<file path="config.mk">
export PLATFORM = sky130hd
export DESIGN_NAME = ext_interrupt_period_measure
export DESIGN_NICKNAME = d
export VERILOG_FILES = /design/src/core/irq_meas_pkg.sv /design/src/core/ext_interrupt_period_measure.sv /design/src/core/pin_edge_detect.sv
export SDC_FILE = /design/constraint.sdc
export NUM_CORES = 1
export LEC_CHECK = 0
export ABC_AREA = 1
export CAP_MARGIN = 0
export CORE_ASPECT_RATIO = 1.5
export CORE_MARGIN = 1
export CORE_UTILIZATION = 55
export DETAILED_ROUTE_END_ITERATION = 6
export DONT_BUFFER_PORTS = 1
export PLACE_DENSITY = 0.73
export RECOVER_POWER = 25
export SYNTH_ARGS = -nofsm -noshare
export SYNTH_HDL_FRONTEND = slang
export SYNTH_SLANG_ARGS = --single-unit
</file>
<file path="constraint.sdc">
create_clock -name core_clk -period 1.18 [get_ports core_clk]
set_clock_uncertainty 0.15 [all_clocks]
set_input_delay 0.059 -clock core_clk [delete_from_list [all_inputs] [get_ports core_clk]]
set_output_delay 0.059 -clock core_clk [all_outputs]
set_load 0.01 [all_outputs]
</file>
<file path="src/core/irq_meas_pkg.sv">
// Shared constants and types for the external interrupt and period measurement block
package irq_meas_pkg;
	localparam int           CTL_W           = 4;
	// Bit positions in the pin control registers
	localparam int           PIN_SYNC_BIT    = 0;
	localparam int           PIN_WAVE_BIT    = 2;
	localparam int           PIN_ENABLE_BIT  = 3;
	// Bit positions in the interrupt enable group
	localparam int           EN_EXT0_BIT     = 0;
	localparam int           EN_EXT1_BIT     = 1;
	localparam int           EN_T1_BIT       = 2;
	// Bit positions in the measurement control register
	localparam int           MEAS_SRC_BIT    = 0;
	localparam int           MEAS_ENABLE_BIT = 2;
	// Bit positions in the key-on wakeup control
	localparam int           WAKE0_BIT       = 0;
	localparam int           WAKE1_BIT       = 2;
	// Flag indices, matching the enable bit order
	localparam int           FLAG_EXT0       = 0;
	localparam int           FLAG_EXT1       = 1;
	localparam int           FLAG_T1         = 2;
	localparam int           NUM_FLAGS       = 3;
	localparam int           NUM_INPUTS      = 3;
	localparam int           SYNC_STAGES     = 2;
	localparam logic [3:0]   CTL_RESET       = 4'h0;
	localparam logic [2:0]   FLAGS_RESET     = 3'h0;

	typedef enum logic [2:0] {
		OP_OTHER,
		OP_SKIP_EXT0,
		OP_SKIP_EXT1,
		OP_SKIP_T1,
		OP_PWR_OFF_EN,
		OP_PWR_OFF
	} op_type;

	typedef struct packed {
		logic   valid;
		op_type op;
	} instr_type;

	typedef enum logic [2:0] {
		SEL_PIN0,
		SEL_PIN1,
		SEL_ENABLE,
		SEL_MEASURE,
		SEL_WAKEUP
	} reg_sel_type;

	typedef struct packed {
		logic             valid;
		reg_sel_type      sel;
		logic [CTL_W-1:0] data;
	} reg_write_type;

	typedef struct packed {
		logic [CTL_W-1:0] pin0_irq_control;
		logic [CTL_W-1:0] pin1_irq_control;
		logic [CTL_W-1:0] irq_enable_group1;
		logic [CTL_W-1:0] measure_timer_control;
		logic [CTL_W-1:0] wakeup_control;
	} ctl_state_type;
endpackage

</file>
<file path="src/core/ext_interrupt_period_measure.sv">
// External interrupt pins, request flags and period measurement control
`timescale 1ns/1ps
module ext_interrupt_period_measure (
	input  wire logic                        core_clk,
	input  wire logic                        reset_n,
	input  wire logic                        ext_irq_pin0,
	input  wire logic                        ext_irq_pin1,
	input  wire logic                        counter_input_pin,
	input  wire logic                        timer1_running,
	input  wire logic                        timer1_underflow,
	input  wire irq_meas_pkg::instr_type     instr,
	input  wire irq_meas_pkg::reg_write_type reg_write,
	output irq_meas_pkg::ctl_state_type      ctl_state,
	output logic                             ext0_request_flag,
	output logic                             ext1_request_flag,
	output logic                             timer1_request_flag,
	output logic [2:0]                       irq_request,
	output logic                             skip_next,
	output logic                             meas_restart,
	output logic                             meas_capture,
	output logic                             ram_backup_enter,
	output logic                             keyon_wakeup
);
	typedef enum logic [1:0] {M_IDLE, M_WAIT_FIRST, M_TIMING} meas_state_type;

	logic [3:0]     pin0_q, pin0_d, pin1_q, pin1_d, wake_q, wake_d;
	logic [3:0]     irq_en_q, irq_en_d, meas_ctl_q, meas_ctl_d;
	logic [2:0]     flags_q, flags_d, flag_set, flag_clr;
	meas_state_type meas_q, meas_d;
	logic           restart_q, restart_d, capture_q, capture_d;
	logic           armed_q, armed_d, backup_q, backup_d, skip_q, skip_d;
	logic           wakeup_q, wakeup_d;
	logic [2:0]     det_pin, det_en, det_rise, det_lvl, det_edge;
	logic           meas_edge, meas_hit, meas_stop, meas_active;

	// Control registers written by transfer instructions
	always_comb begin
		pin0_d = pin0_q;
		pin1_d = pin1_q;
		irq_en_d   = irq_en_q;
		meas_ctl_d = meas_ctl_q;
		wake_d = wake_q;
		if (reg_write.valid) begin
			case (reg_write.sel)
				irq_meas_pkg::SEL_PIN0:    pin0_d     = reg_write.data;
				irq_meas_pkg::SEL_PIN1:    pin1_d     = reg_write.data;
				irq_meas_pkg::SEL_ENABLE:  irq_en_d   = reg_write.data;
				irq_meas_pkg::SEL_MEASURE: meas_ctl_d = reg_write.data;
				irq_meas_pkg::SEL_WAKEUP:  wake_d = reg_write.data;
				default:                   wake_d = wake_q;
			endcase
		end
	end

	always_ff @(posedge core_clk or negedge reset_n) begin
		if (!reset_n) begin
			pin0_q <= irq_meas_pkg::CTL_RESET;
			pin1_q <= irq_meas_pkg::CTL_RESET;
			irq_en_q   <= irq_meas_pkg::CTL_RESET;
			meas_ctl_q <= irq_meas_pkg::CTL_RESET;
			wake_q <= irq_meas_pkg::CTL_RESET;
		end else begin
			pin0_q <= pin0_d;
			pin1_q <= pin1_d;
			irq_en_q   <= irq_en_d;
			meas_ctl_q <= meas_ctl_d;
			wake_q <= wake_d;
		end
	end

	// Pin 0, pin 1 and the counter pin; the counter pin always looks for rising edges
	assign det_pin  = {counter_input_pin, ext_irq_pin1, ext_irq_pin0};
	assign det_en   = {1'b1, pin1_q[irq_meas_pkg::PIN_ENABLE_BIT],
		pin0_q[irq_meas_pkg::PIN_ENABLE_BIT]};
	assign det_rise = {1'b1, pin1_q[irq_meas_pkg::PIN_WAVE_BIT],
		pin0_q[irq_meas_pkg::PIN_WAVE_BIT]};

	generate
		for (genvar i = 0; i < irq_meas_pkg::NUM_INPUTS; i++) begin : g_pin
			pin_edge_detect u_det (
				.core_clk   (core_clk),
				.reset_n    (reset_n),
				.pin        (det_pin[i]),
				.enable     (det_en[i]),
				.rising_sel (det_rise[i]),
				.level_sync (det_lvl[i]),
				.edge_pulse (det_edge[i])
			);
		end
	endgenerate

	// Period measurement sequencing
	always_comb begin
		meas_edge   = meas_ctl_q[irq_meas_pkg::MEAS_SRC_BIT] ? det_edge[2] : det_edge[0];
		meas_active = meas_ctl_q[irq_meas_pkg::MEAS_ENABLE_BIT];
		meas_hit    = 1'b0;
		meas_stop   = 1'b0;
		restart_d   = 1'b0;
		capture_d   = 1'b0;
		meas_d      = meas_q;
		case (meas_q)
			M_IDLE: begin
				if (meas_active) begin
					meas_d = M_WAIT_FIRST;
				end
			end
			M_WAIT_FIRST: begin
				if (!meas_active) begin
					meas_d = M_IDLE;
				end else if (meas_edge && timer1_running) begin
					meas_d    = M_TIMING;
					restart_d = 1'b1;
				end
			end
			M_TIMING: begin
				if (!meas_active) begin
					meas_d    = M_IDLE;
					meas_stop = 1'b1;
				end else if (meas_edge && timer1_running) begin
					meas_hit  = 1'b1;
					capture_d = 1'b1;
					restart_d = 1'b1;
				end
			end
			default: meas_d = M_IDLE;
		endcase
	end

	always_ff @(posedge core_clk or negedge reset_n) begin
		if (!reset_n) begin
			meas_q    <= M_IDLE;
			restart_q <= 1'b0;
			capture_q <= 1'b0;
		end else begin
			meas_q    <= meas_d;
			restart_q <= restart_d;
			capture_q <= capture_d;
		end
	end

	// Request flags; a set in the same cycle as a skip-test clear wins
	always_comb begin
		flag_set[irq_meas_pkg::FLAG_EXT0] = det_edge[0];
		flag_set[irq_meas_pkg::FLAG_EXT1] = det_edge[1];
		flag_set[irq_meas_pkg::FLAG_T1]   = (timer1_underflow & ~meas_active & meas_q == M_IDLE)
			| meas_hit | meas_stop;
		flag_clr = 3'h0;
		if (instr.valid) begin
			case (instr.op)
				irq_meas_pkg::OP_SKIP_EXT0: flag_clr[irq_meas_pkg::FLAG_EXT0] = 1'b1;
				irq_meas_pkg::OP_SKIP_EXT1: flag_clr[irq_meas_pkg::FLAG_EXT1] = 1'b1;
				irq_meas_pkg::OP_SKIP_T1:   flag_clr[irq_meas_pkg::FLAG_T1]   = 1'b1;
				default:                    flag_clr = 3'h0;
			endcase
		end
		flags_d = flag_set | (flags_q & ~flag_clr);
		skip_d  = |(flags_q & flag_clr);
	end

	// Power-off pair: the enable arms only until the very next instruction
	always_comb begin
		armed_d  = armed_q;
		backup_d = 1'b0;
		if (instr.valid) begin
			armed_d  = instr.op == irq_meas_pkg::OP_PWR_OFF_EN;
			backup_d = instr.op == irq_meas_pkg::OP_PWR_OFF && armed_q;
		end
		// Key-on wakeup is low-active on the pins and ignores the input enable
		wakeup_d = (wake_q[irq_meas_pkg::WAKE0_BIT] & ~det_lvl[0])
			| (wake_q[irq_meas_pkg::WAKE1_BIT] & ~det_lvl[1]);
	end

	always_ff @(posedge core_clk or negedge reset_n) begin
		if (!reset_n) begin
			flags_q  <= irq_meas_pkg::FLAGS_RESET;
			skip_q   <= 1'b0;
			armed_q  <= 1'b0;
			backup_q <= 1'b0;
			wakeup_q <= 1'b0;
		end else begin
			flags_q  <= flags_d;
			skip_q   <= skip_d;
			armed_q  <= armed_d;
			backup_q <= backup_d;
			wakeup_q <= wakeup_d;
		end
	end

	assign ctl_state           = '{pin0_q, pin1_q, irq_en_q, meas_ctl_q, wake_q};
	assign ext0_request_flag   = flags_q[irq_meas_pkg::FLAG_EXT0];
	assign ext1_request_flag   = flags_q[irq_meas_pkg::FLAG_EXT1];
	assign timer1_request_flag = flags_q[irq_meas_pkg::FLAG_T1];
	assign irq_request         = flags_q & irq_en_q[2:0];
	assign skip_next           = skip_q;
	assign meas_restart        = restart_q;
	assign meas_capture        = capture_q;
	assign ram_backup_enter    = backup_q;
	assign keyon_wakeup        = wakeup_q;
endmodule

</file>
<file path="src/core/pin_edge_detect.sv">
// Pin synchroniser and qualified active-edge detector
`timescale 1ns/1ps
module pin_edge_detect (
	input  wire logic core_clk,
	input  wire logic reset_n,
	input  wire logic pin,
	input  wire logic enable,
	input  wire logic rising_sel,
	output logic      level_sync,
	output logic      edge_pulse
);
	logic [irq_meas_pkg::SYNC_STAGES-1:0] sync_q;
	logic                                 qual_q;
	logic                                 qual_d;

	// Enable and polarity enter the qualified level, so changing either
	// can produce an edge just as a pin transition does
	always_comb begin
		qual_d = enable & (sync_q[1] ~^ rising_sel);
	end

	always_ff @(posedge core_clk or negedge reset_n) begin
		if (!reset_n) begin
			sync_q <= '0;
			qual_q <= 1'b0;
		end else begin
			sync_q <= {sync_q[0], pin};
			qual_q <= qual_d;
		end
	end

	assign level_sync = sync_q[1];
	assign edge_pulse = qual_d & ~qual_q;
endmodule

</file>
==> out/qor.json <==
{
  "run_status": {"value": "finished with violations"},
  "violations_in_the_final_reports": {"value": "negative setup slack"},
  "synthesis.area": {"value": 1670, "unit": "µm²"},
  "nets": {"value": 224},
  "die_height": {"value": 69.5, "unit": "µm"},
  "final-max-slew-violation-count": {"value": 0},
  "numPortBuffers": {"value": 0},
  "finalSetupViolations": {"value": 5},
  "yosys_warnings": {"value": 0},
  "critical_path_arrival": {"value": 1310, "unit": "ps"},
  "clock.fmax": {"value": 0.785, "unit": "GHz"},
  "tritoncts": {"value": "yes"},
  "critPathLaunch": {"value": "meas_q[0]$_DFFE_PN0P_"},
  "synthToLayoutAreaGrowth": {"value": 29.3, "unit": "%"},
  "grt.total_usage": {"value": 23.5, "unit": "%"},
  "grt_util_met1": {"value": 26.7, "unit": "%"},
  "first_pass_iters": {"value": 4},
  "largest_net_degree_at_the_start_of_global_routing": {"value": 41},
  "worst_setup_hold_path_clk_slew": {"value": 70, "unit": "ps"},
  "rsz0062_at_grt": {"value": "yes"},
  "required": {"value": 1210, "unit": "ps"},
  "first_global_vias": {"value": 1258},
  "synth-seq-cells": {"value": 40},
  "cp-end-kind": {"value": "flop"},
  "die_width": {"value": 47.0, "unit": "µm"},
  "share_of_the_synthesized_area_in_the_top_cell_type": {"value": 60.0, "unit": "%"},
  "grt.busiest_layer": {"value": "met2"},
  "ir_drop": {"value": 1360, "unit": "µV"},
  "cts_inserted_buffers": {"value": 5},
  "synth.largest_area_cell": {"value": "dfrtp_1"},
  "yosysUniqueCellTypes": {"value": 22},
  "cell_with_the_largest_stage_delay_on_the_worst_path": {"value": "dfrtp_1"},
  "grtUsageMet2": {"value": 39.7, "unit": "%"},
  "synthCells": {"value": 170},
  "critical_path_class": {"value": "reg -> reg"},
  "wirelength": {"value": 3610, "unit": "µm"},
  "finalHoldViolCount": {"value": 0},
  "top_level_pins": {"value": 50},
  "ctsHtreeMaxLevel": {"value": 2},
  "final_core_util": {"value": 74.9, "unit": "%"},
  "path_common_cell": {"value": "nand2_1"},
  "worstSetupStartpointType": {"value": "flop"},
  "postRouteAntennaNets": {"value": 0},
  "final_layout_size_suffix_gt1_share": {"value": 21.7, "unit": "%"},
  "tightest_slew": {"value": 542, "unit": "ps"},
  "max-cap-violations": {"value": 0},
  "switching_share": {"value": 30.4, "unit": "%"},
  "gp_congestion": {"value": 0.686},
  "worstHoldEndpoint": {"value": "armed_q$_DFFE_PN0P_"},
  "route.vias.total": {"value": 1250},
  "clock-sinks": {"value": 40},
  "ys_async_sr_fraction": {"value": 100, "unit": "%"},
  "cts-root-to-sink-buffers": {"value": 2},
  "holdCritStartpoint": {"value": "instr[0]"},
  "most_used_flip_flop_cell_after_synthesis": {"value": "dfrtp_1"},
  "share_comb_of_total_power": {"value": 19.7, "unit": "%"},
  "hold_path_class": {"value": "in -> reg"},
  "wire_length_of_the_first_global_routing_pass": {"value": 5410, "unit": "µm"},
  "crit_path_cell_trace": {"value": "inv_1 -> ha_1 -> nand2_1 -> nand3_2 -> nand2_1 -> nand2_1"},
  "row_count": {"value": 24},
  "globalRouteOverflowTotal": {"value": 0},
  "total_switching_power": {"value": 1.17, "unit": "mW"},
  "leakage": {"value": 1.11, "unit": "nW"},
  "synth_sequential_area_ratio": {"value": 60.0, "unit": "%"},
  "biggest_cell_delay_along_the_critical_path": {"value": 380, "unit": "ps"},
  "final_critical_path_setup_slack": {"value": -94.2, "unit": "ps"},
  "nFillCells": {"value": 214},
  "antenna_found_initial": {"value": 0},
  "post_synth_edffs": {"value": 0},
  "finalCritPeriodShare": {"value": 108, "unit": "%"},
  "dpl.hpwl": {"value": 2320, "unit": "µm"},
  "timing.max_slew.rel_slack": {"value": 63.9, "unit": "%"},
  "mappedNetlistNets": {"value": 192},
  "design_power_total": {"value": 3.86, "unit": "mW"},
  "gr-usage-met3": {"value": 5.99, "unit": "%"},
  "r2r_setup_slack": {"value": -90, "unit": "ps"},
  "detail_route.iter0.violations": {"value": 30},
  "post_synth.cell_area_avg": {"value": 9.82, "unit": "µm²"},
  "pwr-share-seq": {"value": 49.1, "unit": "%"},
  "power.density": {"value": 1790, "unit": "nW/µm²"},
  "post_drt_via_cell_ratio": {"value": 5.17},
  "final_period_minus_worst_setup_slack": {"value": 1270, "unit": "ps"},
  "intPower": {"value": 2.68, "unit": "mW"},
  "worst_r2r_startpoint": {"value": "meas_q[0]$_DFFE_PN0P_"},
  "core_region_area": {"value": 2880, "unit": "µm²"},
  "clock_latency_reported_for_the_late_side_of_the_worst_skew_pair": {"value": 290, "unit": "ps"},
  "die_area": {"value": 3260, "unit": "µm²"},
  "clock_tree.root_cell": {"value": "clkbuf_8"},
  "synthTopCellsByArea": {"value": "dfrtp_1 60%, nand2_1 9.4%, o21ai_0 6.6%, inv_1 5.8%, nand3_2 2.4%"},
  "r2r-end": {"value": "meas_q[1]$_DFFE_PN0P_"},
  "diodes": {"value": 0},
  "wl_per_cell": {"value": 14.9, "unit": "µm"},
  "worst_hold_path.num_cells": {"value": 2},
  "remaining_drc_errors": {"value": 0},
  "pwr-share-clk": {"value": 31.2, "unit": "%"},
  "crit_path_max_fanout": {"value": 4},
  "initial_utilization": {"value": 57.9, "unit": "%"},
  "depth_of_the_most_critical_reg_to_reg_path": {"value": 6}
}
==> metrics by stage <==
step | setup TNS, ps | instance area (µm²) | std cells | hold WS (ps) | setup WS [ps]
final | -256 | 2160 | 242 | 53.1 | -94.2
after global routing | -638 | 2160 | 242 | 54.8 | -175
after CTS | -557 | 2090 | 239 | 64.2 | -104
after detailed placement | -334 | 1740 | 211 | -386 | -104
after global placement | -30.7 | 1740 | 211 | -386 | -13.2
after floorplan | -2.39 | 1670 | 170 | -387 | -1.21
==> worst max-delay path: cells and delay by family, from the launching register on <==
family,cells,cell delay [ps]
flops,1,380
fa+ha+maj,1,200
buf+inv,1,70
simple gates,4,370
==> state kept, by name, indices dropped and copies added, names as in the netlist, 2 cells and up <==
| name | cells |
|---|---|
| pin0_q | 4 |
| meas_ctl_q | 4 |
| irq_en_q | 4 |
| flags_q | 3 |
| g_pin.u_det.qual_q | 3 |
| g_pin.u_det.sync_q | 6 |
| meas_q | 2 |
| pin1_q | 4 |
| wake_q | 4 |
==> layout by cell type (no fill, tap or decap), types with 4 or more instances in the layout <==
cell	n
dlygate4sd3_1	13
nand2_2	4
nand3_2	4
o21ai_0	21
nor2_1	5
nand2_1	39
inv_1	24
buf_4	9
dfrtp_1	37
dlymetal6s4s_1	6
clkbuf_8	7
nand3_1	4
==> worst max-delay path by stage <==
stage	cells after the start	endpoint
finish	6	meas_q[1]$_DFFE_PN0P_
global route	9	meas_q[0]$_DFFE_PN0P_
CTS	9	meas_q[1]$_DFFE_PN0P_
detailed placement	9	meas_q[1]$_DFFE_PN0P_
global placement	9	meas_q[0]$_DFFE_PN0P_
floorplan	9	meas_q[0]$_DFFE_PN0P_
==> power by group through the flow <==
stage	sequential, mW	clock [mW]	combinational [mW]
floorplan	1.84	0	0.507
global placement	1.89	0	0.568
detailed placement	1.90	0	0.618
CTS	1.88	1.23	0.742
global route	1.92	1.27	0.858
finish	1.89	1.20	0.761
==> cell usage after synthesis, types with 2 or more instances <==
cell type   n
buf_4       4
dfrtp_1    40
ha_1        3
inv_1      26
nand2_1    42
nand2_2     2
nand3_1     5
nand3_2     4
nand4_1     3
nor2_1      7
o21ai_0    22
o32ai_1     2
==> logic make-up (layout without fill, tap and decap cells) <==
group | count (synthesis) | count (layout) | share of synthesized area, %
flip-flops | 40 | 40 | 60.0
buffers and inverters | 31 | 64 | 7.95
AND/OR/NAND/NOR | 70 | 70 | 20.6
AO/OA/AOI/OAI | 26 | 26 | 9.22
adder cells (fa/ha/maj) | 3 | 3 | 2.25
==> routing by layer <==
metal | part of all wire (%) | up-vias
met3 | 5.3 | 6
met1 | 36 | 606
met2 | 57 | 40
met5 | 0 | -
li1 | - | 598
met4 | 1.8 | 0
==> area by class of cell <==
class / count / area, µm² / share of cell area (%)
tap: 39 / 48.8 / 2.26
sequential: 40 / 1000 / 46.6
multi-input combinational: 99 / 589 / 27.3
timing repair buffer: 30 / 292 / 13.5
clock inverter: 1 / 30.0 / 1.39
clock buffer: 7 / 96.3 / 4.46
inverter: 26 / 97.6 / 4.52
==> what timing repair did <==
item                                    in CTS  in global routing
pin swaps                                    1                  2
endpoints found under the setup margin       5                 31
hold buffers                                19                  1
buffers inserted                             1                  2
resized for setup                            5                 20
hold endpoints to repair                    71                  1
No activity file was read; power rests on OpenSTA's default activity.
